## src/hdl/sbh_regs.vh

```
// Purpose: constants shared by the system-instruction executor files
// Assumes: included by bare name from every design file except the sleep controller
// Notes:   offsets are byte addresses on the register slave
`ifndef SBH_REGS_VH
`define SBH_REGS_VH

// ====================================================================
// register offsets and reset values
`define SBH_ADDR_CTRL      4'h0
`define SBH_ADDR_STATE     4'h4
`define SBH_ADDR_IRQ_STAT  4'h8
`define SBH_ADDR_IRQ_MASK  4'hc
`define SBH_CTRL_RESET     2'h0
`define SBH_IRQ_RESET      4'h0

// ====================================================================
// field positions
`define SBH_CTRL_PEND_BIT  0
`define SBH_CTRL_DBG_BIT   1
`define SBH_IRQ_CALL_BIT   0
`define SBH_IRQ_SEND_BIT   1
`define SBH_IRQ_SLEEP_BIT  2
`define SBH_IRQ_WAKE_BIT   3
`define SBH_FLAG_LSB       27

// ====================================================================
// operation codes on the issue port
`define SBH_OP_NOOP  4'h0
`define SBH_OP_DBAR  4'h1
`define SBH_OP_DSYN  4'h2
`define SBH_OP_ISYN  4'h3
`define SBH_OP_RDSR  4'h4
`define SBH_OP_WRSR  4'h5
`define SBH_OP_SEND  4'h6
`define SBH_OP_CALL  4'h7
`define SBH_OP_WEVT  4'h8
`define SBH_OP_WINT  4'h9

// ====================================================================
// special register selectors
`define SBH_SEL_MAINSP   5'h08
`define SBH_SEL_PROCSP   5'h09
`define SBH_SEL_IMASK    5'h10
`define SBH_SEL_BPRI     5'h11
`define SBH_SEL_BPRAISE  5'h12
`define SBH_SEL_FLTMASK  5'h13
`define SBH_SEL_CONTROL  5'h14

`endif

```

## src/hdl/sbh_spec_regs.v

```verilog
// Purpose: special register file with privilege filtering
// Assumes: one write per cycle, qualified by the executor
// Notes:   read data is combinational; the executor registers it
`timescale 1ns/1ps
`include "sbh_regs.vh"

module sbh_spec_regs (
    input  wire        clk,
    input  wire        srst,
    input  wire        ce,
    input  wire        wrEn,
    input  wire        priv,
    input  wire [4:0]  sel,
    input  wire [31:0] wrData,
    input  wire [8:0]  excNum,
    output reg  [31:0] rdData,
    output reg  [4:0]  flags_q,
    output reg  [7:0]  base_priority_mask_q,
    output reg         interrupt_mask_bit_q,
    output reg         fault_mask_bit_q,
    output reg  [1:0]  control_q
);
    reg  [31:0] mainSp_q;
    reg  [31:0] procSp_q;
    wire        statSel = (sel[4:3] == 2'h0);
    wire [7:0]  srcPri = wrData[7:0];
    // raise-only alias: never lowers priority, zero source is ignored
    wire        raiseOk = (srcPri != 8'h00) &&
                          ((base_priority_mask_q == 8'h00) || (srcPri < base_priority_mask_q));

    // ====================================================================
    // write path
    always @(posedge clk) begin
        if (srst) begin
            flags_q     <= 5'h00;
            base_priority_mask_q   <= 8'h00;
            interrupt_mask_bit_q   <= 1'b0;
            fault_mask_bit_q <= 1'b0;
            control_q   <= 2'h0;
            mainSp_q    <= 32'h00000000;
            procSp_q    <= 32'h00000000;
        end else if (ce && wrEn) begin
            // status group: only the flag field is writable, exception and
            // execution-state bits are read-only here in every mode
            if (statSel && !sel[2])
                flags_q <= wrData[31:`SBH_FLAG_LSB];
            if (priv) begin
                case (sel)
                    `SBH_SEL_MAINSP:  mainSp_q    <= {wrData[31:2], 2'h0};
                    `SBH_SEL_PROCSP:  procSp_q    <= {wrData[31:2], 2'h0};
                    `SBH_SEL_IMASK:   interrupt_mask_bit_q   <= wrData[0];
                    `SBH_SEL_BPRI:    base_priority_mask_q   <= srcPri;
                    `SBH_SEL_BPRAISE: if (raiseOk) base_priority_mask_q <= srcPri;
                    `SBH_SEL_FLTMASK: fault_mask_bit_q <= wrData[0];
                    `SBH_SEL_CONTROL: control_q   <= wrData[1:0];
                    default: ;
                endcase
            end
        end
    end

    // ====================================================================
    // read path
    always @* begin
        rdData = 32'h00000000;
        if (statSel) begin
            if (!sel[2])
                rdData[31:`SBH_FLAG_LSB] = flags_q;
            if (sel[0])
                rdData[8:0] = excNum;
        end else begin
            case (sel)
                `SBH_SEL_MAINSP:  rdData = mainSp_q;
                `SBH_SEL_PROCSP:  rdData = procSp_q;
                `SBH_SEL_IMASK:   rdData[0] = interrupt_mask_bit_q;
                `SBH_SEL_BPRI,
                `SBH_SEL_BPRAISE: rdData[7:0] = base_priority_mask_q;
                `SBH_SEL_FLTMASK: rdData[0] = fault_mask_bit_q;
                `SBH_SEL_CONTROL: rdData[1:0] = control_q;
                default:          rdData = 32'h00000000;
            endcase
        end
    end
endmodule // sbh_spec_regs

```

## src/hdl/sbh_sleep_ctl.v

```verilog
// Purpose: event register and sleep/wake tracking for the two hints
// Assumes: enterWevt only when the event register is clear
// Notes:   wake_q is a one-cycle pulse that ends the sleep
`timescale 1ns/1ps

module sbh_sleep_ctl (
    input  wire clk,
    input  wire srst,
    input  wire ce,
    input  wire enterWevt,
    input  wire enterWint,
    input  wire consume,
    input  wire sendLocal,
    input  wire extEvent,
    input  wire pendNew,
    input  wire eventOnPend,
    input  wire excWake,
    input  wire dbgReq,
    input  wire dbgEn,
    output reg  eventReg_q,
    output reg  sleeping_q,
    output reg  wake_q
);
    reg  wintMode_q;
    wire pendEvt = pendNew && eventOnPend;
    wire wakeWevt = excWake || pendEvt || (dbgReq && dbgEn) || extEvent;
    wire wakeWint = excWake || dbgReq;
    wire wakeNow = sleeping_q && (wintMode_q ? wakeWint : wakeWevt);

    always @(posedge clk) begin
        if (srst) begin
            eventReg_q <= 1'b0;
            sleeping_q <= 1'b0;
            wintMode_q <= 1'b0;
            wake_q     <= 1'b0;
        end else if (ce) begin
            // a new event beats the clear done by the hint
            if (sendLocal || extEvent || pendEvt)
                eventReg_q <= 1'b1;
            else if (consume)
                eventReg_q <= 1'b0;
            wake_q <= wakeNow;
            if (wakeNow)
                sleeping_q <= 1'b0;
            else if (enterWevt || enterWint) begin
                sleeping_q <= 1'b1;
                wintMode_q <= enterWint;
            end
        end
    end
endmodule // sbh_sleep_ctl

```

## src/hdl/sbh_exec.v

```verilog
// Purpose: executes barrier, special-move, event, call and sleep hints
// Assumes: issue port and status inputs are synchronous to clk
// Notes:   register slave is Avalon-MM with waitrequest, 4-bit byte address
//
// How it works
// - data barrier holds later memory accesses until earlier ones finish
// - sync barrier stalls every later instruction until memory is idle
// - instruction barrier flushes pipeline so later instructions refetch
// - reading the raise alias returns the base priority mask
// - unprivileged special writes reach only the application flags
// - unprivileged status writes ignore unallocated and execution bits
// - raise alias writes only nonzero values below current or when zero
// - status writes load condition flags straight from source bits
// - no-operation changes nothing and may take no cycle
// - send-event pulses event output and sets local event register
// - supervisor call raises its exception; immediate is ignored
// - wait-event with clear register sleeps until a wake source
// - wait-event with set register clears it and continues
// - wait-interrupt sleeps until exception or any debug request
// - only the special write ever alters condition flags
// - every instruction here executes only when its condition passes
//
// Chosen here: the placing of the registers and the Avalon-MM interface to the registers.
`timescale 1ns/1ps
`include "sbh_regs.vh"

module sbh_exec (
    input  wire        clk,
    input  wire        srst,
    input  wire        ce,
    input  wire        issueValid,
    input  wire [3:0]  issueOp,
    input  wire        issueCondPass,
    input  wire [4:0]  issueSpecSel,
    input  wire [31:0] issueSrc,
    input  wire        privileged,
    input  wire [8:0]  excNum,
    input  wire        memIdle,
    input  wire        excWake,
    input  wire        pendNew,
    input  wire        dbgReq,
    input  wire        extEvent,
    input  wire [3:0]  avs_address,
    input  wire        avs_read,
    input  wire        avs_write,
    input  wire [31:0] avs_writedata,
    input  wire [3:0]  avs_byteenable,
    output reg  [31:0] avs_readdata,
    output reg         avs_waitrequest,
    output reg         issueReady,
    output reg         opDone,
    output reg         rdValid,
    output reg  [31:0] rdData,
    output reg         memHold,
    output reg         flushPipe,
    output reg         eventOut,
    output reg         callReq,
    output wire        sleeping,
    output wire [4:0]  flags,
    output wire [7:0]  base_priority_mask,
    output wire        interrupt_mask_bit,
    output wire        fault_mask_bit,
    output wire [1:0]  controlBits,
    output reg         irq
);
    // ====================================================================
    // state machine
    localparam [3:0] ST_IDLE  = 4'b0001;
    localparam [3:0] ST_DRAIN = 4'b0010;
    localparam [3:0] ST_FLUSH = 4'b0100;
    localparam [3:0] ST_SLEEP = 4'b1000;

    reg  [3:0]  state_q;
    reg  [3:0]  state_d;
    reg  [1:0]  ctrl_q;
    reg  [3:0]  irqStat_q;
    reg  [3:0]  irqMask_q;
    reg  [3:0]  irqSet;

    wire        eventReg;
    wire        wakeP;
    wire [31:0] sregRd;

    // an op takes effect only when accepted and its condition holds
    wire accept = issueValid && issueReady && (state_q == ST_IDLE);
    wire exec   = accept && issueCondPass;
    wire isOp0  = exec && (issueOp == `SBH_OP_DBAR);
    wire isDsyn = exec && (issueOp == `SBH_OP_DSYN);
    wire isIsyn = exec && (issueOp == `SBH_OP_ISYN);
    wire isRdsr = exec && (issueOp == `SBH_OP_RDSR);
    wire isWrsr = exec && (issueOp == `SBH_OP_WRSR);
    wire isSend = exec && (issueOp == `SBH_OP_SEND);
    wire isCall = exec && (issueOp == `SBH_OP_CALL);
    wire isWevt = exec && (issueOp == `SBH_OP_WEVT);
    wire isWint = exec && (issueOp == `SBH_OP_WINT);
    wire wevtGo = isWevt && eventReg;
    wire wevtZz = isWevt && !eventReg;

    wire busReq   = avs_read || avs_write;
    wire busTake  = busReq && !avs_waitrequest;
    wire regWrite = busTake && avs_write;

    // ====================================================================
    // submodules
    // flags only move on an accepted special write; the other ops never
    // drive the write enable, so flags hold through them
    sbh_spec_regs u_sregs (
        .clk         (clk),
        .srst        (srst),
        .ce          (ce),
        .wrEn        (isWrsr),
        .priv        (privileged),
        .sel         (issueSpecSel),
        .wrData      (issueSrc),
        .excNum      (excNum),
        .rdData      (sregRd),
        .flags_q     (flags),
        .base_priority_mask_q   (base_priority_mask),
        .interrupt_mask_bit_q   (interrupt_mask_bit),
        .fault_mask_bit_q (fault_mask_bit),
        .control_q   (controlBits)
    );

    sbh_sleep_ctl u_sleep (
        .clk         (clk),
        .srst        (srst),
        .ce          (ce),
        .enterWevt   (wevtZz),
        .enterWint   (isWint),
        .consume     (wevtGo),
        .sendLocal   (isSend),
        .extEvent    (extEvent),
        .pendNew     (pendNew),
        .eventOnPend (ctrl_q[`SBH_CTRL_PEND_BIT]),
        .excWake     (excWake),
        .dbgReq      (dbgReq),
        .dbgEn       (ctrl_q[`SBH_CTRL_DBG_BIT]),
        .eventReg_q  (eventReg),
        .sleeping_q  (sleeping),
        .wake_q      (wakeP)
    );

    // ====================================================================
    // next state
    always @* begin
        state_d = state_q;
        case (state_q)
            ST_IDLE: begin
                if (isDsyn && !memIdle)
                    state_d = ST_DRAIN;
                else if (isIsyn)
                    state_d = ST_FLUSH;
                else if (wevtZz || isWint)
                    state_d = ST_SLEEP;
            end
            ST_DRAIN: begin
                if (memIdle)
                    state_d = ST_IDLE;
            end
            ST_FLUSH: state_d = ST_IDLE;
            ST_SLEEP: begin
                if (wakeP)
                    state_d = ST_IDLE;
            end
            default: state_d = ST_IDLE;
        endcase
    end

    // ====================================================================
    // execution outputs
    always @(posedge clk) begin
        if (srst) begin
            state_q    <= ST_IDLE;
            issueReady <= 1'b0;
            opDone     <= 1'b0;
            rdValid    <= 1'b0;
            rdData     <= 32'h00000000;
            memHold    <= 1'b0;
            flushPipe  <= 1'b0;
            eventOut   <= 1'b0;
            callReq    <= 1'b0;
        end else if (ce) begin
            state_q    <= state_d;
            issueReady <= (state_d == ST_IDLE);
            rdValid    <= isRdsr;
            if (isRdsr)
                rdData <= sregRd;
            // a no-op completes here with nothing else touched
            opDone <= (accept && !(isDsyn && !memIdle) && !isIsyn &&
                       !wevtZz && !isWint) ||
                      (state_q == ST_DRAIN && memIdle) ||
                      (state_q == ST_FLUSH) ||
                      (state_q == ST_SLEEP && wakeP);
            // non-memory ops keep flowing; only memory traffic waits
            if (isOp0 && !memIdle)
                memHold <= 1'b1;
            else if (memIdle)
                memHold <= 1'b0;
            flushPipe <= isIsyn;
            eventOut  <= isSend;
            // the immediate is not an input: the handler reads it back
            callReq   <= isCall;
        end
    end

    // ====================================================================
    // interrupt events
    always @* begin
        irqSet = 4'h0;
        irqSet[`SBH_IRQ_CALL_BIT]  = isCall;
        irqSet[`SBH_IRQ_SEND_BIT]  = isSend;
        irqSet[`SBH_IRQ_SLEEP_BIT] = wevtZz || isWint;
        irqSet[`SBH_IRQ_WAKE_BIT]  = wakeP;
    end

    // ====================================================================
    // register slave: one wait cycle, then a one-cycle answer
    always @(posedge clk) begin
        if (srst) begin
            avs_waitrequest <= 1'b1;
            avs_readdata    <= 32'h00000000;
            ctrl_q          <= `SBH_CTRL_RESET;
            irqStat_q       <= `SBH_IRQ_RESET;
            irqMask_q       <= `SBH_IRQ_RESET;
            irq             <= 1'b0;
        end else if (ce) begin
            avs_waitrequest <= !(busReq && avs_waitrequest);
            if (busReq && avs_waitrequest && avs_read) begin
                case (avs_address)
                    `SBH_ADDR_CTRL:
                        avs_readdata <= {30'h0, ctrl_q};
                    `SBH_ADDR_STATE:
                        avs_readdata <= {16'h0, base_priority_mask, 4'h0,
                                         fault_mask_bit, interrupt_mask_bit, sleeping, eventReg};
                    `SBH_ADDR_IRQ_STAT:
                        avs_readdata <= {28'h0, irqStat_q};
                    `SBH_ADDR_IRQ_MASK:
                        avs_readdata <= {28'h0, irqMask_q};
                    default:
                        avs_readdata <= 32'h00000000;
                endcase
            end
            if (regWrite && avs_byteenable[0] && avs_address == `SBH_ADDR_CTRL)
                ctrl_q <= avs_writedata[1:0];
            if (regWrite && avs_byteenable[0] && avs_address == `SBH_ADDR_IRQ_MASK)
                irqMask_q <= avs_writedata[3:0];
            // a new event outranks a write-one-to-clear in the same cycle
            if (regWrite && avs_byteenable[0] && avs_address == `SBH_ADDR_IRQ_STAT)
                irqStat_q <= (irqStat_q & ~avs_writedata[3:0]) | irqSet;
            else
                irqStat_q <= irqStat_q | irqSet;
            irq <= |(irqStat_q & irqMask_q);
        end
    end
endmodule // sbh_exec

```

## config.mk

```make
export PLATFORM = sky130hd
export DESIGN_NAME = sbh_exec
export DESIGN_NICKNAME = d
export VERILOG_FILES = /design/src/hdl/sbh_spec_regs.v /design/src/hdl/sbh_sleep_ctl.v /design/src/hdl/sbh_exec.v
export VERILOG_INCLUDE_DIRS = /design/src /design/src/hdl
export SDC_FILE = /design/constraint.sdc
export NUM_CORES = 1
export LEC_CHECK = 0
export BUFFER_PORTS_ARGS = -buffer_cell sky130_fd_sc_hd__buf_4
export CORE_MARGIN = 2
export CORE_UTILIZATION = 45
export CTS_CLUSTER_DIAMETER = 100
export DETAILED_ROUTE_END_ITERATION = 10
export PLACE_DENSITY = 0.83
export RECOVER_POWER = 25
export SETUP_SLACK_MARGIN = 0.5
export SLEW_MARGIN = 20
export SYNTH_ARGS = -nofsm -noshare
export SYNTH_HDL_FRONTEND = slang
export SYNTH_SLANG_ARGS = --single-unit
```

## constraint.sdc

```tcl
create_clock -name clk -period 2.1 [get_ports clk]
set_input_delay 0.21 -clock clk [delete_from_list [all_inputs] [get_ports clk]]
set_output_delay 0.21 -clock clk [all_outputs]
set_load 0.05 [all_outputs]
```

==> summary.txt <==
Vias/cell - 5.610
TritonCTS buffer count - 17
Diodes inserted - 0
Most frequent cells in the layout - nand2_1, dfxtp_1, buf_4, a21oi_1, nor2_1
Routed wire length - 20730 um
Post-synthesis average cell area - 8.438 sq um
Worst R2R Setup Slack - -0.06 ns
Reg2Reg Depth - 6
Critical Path AT - 2.51 ns
Layout net count - 1065
Clk Tree Root Cell - clkbuf_16
Pin count of the biggest net entering global routing - 107
Max-slew violations - 0
All-Layer GR Usage - 24.31%
Final setup violation count - 8
Gr ovfl total - 0
Pwr Total - 6.632 mW
DIE HEIGHT - 125.0 um
Die area - 15630 sq um
GP Congestion - 0.9049
Final Hold Fails - 0
Post-DP HPWL - 11950 um
R2R Path Start - state_q[1]$_SDFFE_PP0P_
Most common flop cell mapped by yosys - dfxtp_1
Core area - 14420 sq um
Worst-Margin Slew - 0.8000 ns
Horiz. Die Dim - 125.0 um
Outcome - finished with violations
FF-to-FF End - u_sleep.wintMode_q$_SDFFE_PP0P_
Slew HR - 46.18%
Library cells used by synthesis - 61
Worst-path fanout max - 3
DRT iter0 DRCs - 617
Final min period - 2.160 ns
Worst-path clk slew - 0.06 ns
Initial Util - 45.69%
Routed wire per std cell - 17.99 um
DR DRC count - 0
Most common cell after layout, fill and taps aside - nand2_1
Area added between synthesis and finish - 39.55%
Yosys warnings - 0
Peak VDD IR - 0.5708 mV
CP max stage delay - 0.55 ns
# fillers - 1199
Mapped cell area - 6590 sq um
Fraction of layout cells with a size suffix above 1 - 30.48%
P_leak - 3.624 nW
Synth Register Bits - 148
Final clock skew - 0.007825 ns
Slowest cell on the critical path - or4b_4
Unrepaired setup endpoints after global routing - true
Synth Instances - 781
Post-synth EDFFs - 0
Period utilization - 102.8%
Worst setup SP type - flip-flop
Crit path capture - u_sleep.wintMode_q$_SDFFE_PP0P_
Number of global-route vias before repair - 5972
Boundary Pins - 194
Critical path required time - 2.45 ns
Antenna viol nets, final - 0
First-pass GRT wire length - 30580 um
Hold_buf cts - 0
Clock latency at the later pin of the worst-skew pair - 0.43 ns
Ys async rst share - 0%
Drt pass-1 iters - 6
F_max - 463.0 MHz
Hold crit path type - input pin to flip-flop
CTS tree - built
Vias - 6463
Crit-path cells - or4b_4 -> buf_4 -> nor4b_4 -> nand3_1 -> or3_1 -> a21oi_2
P per Cell Area - 721.2 nW/um^2
CP Capture Type - flip-flop
Critical path origin - state_q[1]$_SDFFE_PP0P_
H-tree Lvls - 4
Critical setup path kind - flip-flop to flip-flop
Buffers on Ports - 142
Row count - 44
Setup ws final - -0.05962 ns
Failing checks - negative setup slack
DP Worst Slack - -0.006133 ns
Sink Count - 148
Buffer levels on the longest clock path - 2
Initial antenna violation count - 0
MaxCap Viol Count - 0
Sequential area share after synthesis - 44.96%
[logic make-up after synthesis]
family                   count (synthesis)  share of synthesized area (%)
AND/OR/NAND/NOR                        312                          22.08
AO/OA/AOI/OAI                          199                          20.07
adder cells (fa/ha/maj)                  7                          1.329
multiplexers                            29                          4.841
buffers and inverters                   84                          6.531
flip-flops                             148                          44.96
other                                    1                        0.05690
XOR/XNOR                                 1                         0.1329
[critical path: cells and delay by family (launching register included)]
family          cells  cell delay (ns)
buf+inv             1             0.18
flops               1             0.32
simple gates        4             1.43
compound gates      1             0.17
[worst min-delay path by stage]
| stage | from | to | slack [ns] | depth (start not counted) |
|---|---|---|---|---|
| 2_1_floorplan | memIdle | memHold$_SDFFE_PP0P_ | 0.31 | 1 |
| 3_3_place_gp | u_sregs.procSp_q[29]$_SDFFE_PP0P_ | u_sregs.procSp_q[29]$_SDFFE_PP0P_ | 0.44 | 2 |
| 3_5_place_dp | u_sregs.mainSp_q[17]$_SDFFE_PP0P_ | u_sregs.mainSp_q[17]$_SDFFE_PP0P_ | 0.45 | 2 |
| 4_1_cts | memIdle | memHold$_SDFFE_PP0P_ | 0.008 | 2 |
| 5_1_grt | memIdle | memHold$_SDFFE_PP0P_ | 0.02 | 2 |
| 6_report | memIdle | memHold$_SDFFE_PP0P_ | 0.02 | 2 |
[metal layers]
| layer | vias to the layer above | global-route usage, % | routed length [um] |
|---|---|---|---|
| li1 | 3053 | - | - |
| met1 | 3088 | 31.11 | 8642 |
| met2 | 280 | 39.74 | 10030 |
| met3 | 42 | 6.804 | 1572 |
| met4 | 0 | 8.235 | 484 |
| met5 | - | 0 | 0 |
[report_power, final]
part / internal [mW] / switching [mW] / leakage [nW]
sequential: 2.82 / 0.00868 / 1.20
clock: 2.01 / 1.27 / 0.311
combinational: 0.191 / 0.336 / 2.12
[per-stage QoR]
step | area, sq um | std cells | utilization, % | hold slack [ns] | setup TNS, ns
after floorplan | 6698 | 800 | - | 0.3101 | -0.2853
after global placement | 7940 | 1092 | 55.05 | 0.4413 | 0
after detailed placement | 7940 | 1092 | 55.05 | 0.4464 | -0.006133
after CTS | 8884 | 1140 | 61.59 | 0.007871 | 0
after global routing | 9196 | 1152 | 63.76 | 0.02123 | -1.124
final | 9196 | 1152 | 63.76 | 0.02043 | -0.1852
[cells in the mapped netlist, types with 6 or more instances]
cell      number  area (sq um)
a22o_1        26         227.7
a21oi_1       95         475.5
nor2_1        51         191.4
nand2b_1      26         162.7
nand2_1      177         664.4
buf_2          8         40.04
nand3_1        7         35.03
inv_1         10         37.54
ha_1           7         87.58
a22oi_1       21         157.7
a221oi_1       8         70.07
dfxtp_1      148          2963
nor3b_1        6         45.04
a211oi_1      12         90.09
nor4_1         7         43.79
mux2i_1       24         240.2
buf_4         20         150.1
clkbuf_1      41         153.9
[registers in the layout, summed over array words and instances (netlist names), 5 cells and up]
signal / flops
rdData: 32
u_sregs.mainSp_q: 30
u_sregs.procSp_q: 30
avs_readdata: 12
u_sregs.base_priority_mask_q: 8
u_sregs.flags_q: 5
[final cells by class]
cell class	count	area, sq um	share of cell area [%]
Clock buffer	18	429.2	4.667
Clock inverter	14	198.9	2.163
Inverter	10	37.54	0.4082
Multi-Input combinational cell	571	3686	40.08
Sequential cell	148	2979	32.39
Tap cell	184	230.2	2.503
Timing Repair Buffer	207	1635	17.78
[what timing repair did]
action                                  in CTS  in global routing
pin swaps                                   16                 30
gates resized for setup                     38                 76
endpoints found under the setup margin     126                131
cloned                                       7                  6
setup buffers                                9                  6
(Power assumes the default switching activity.)
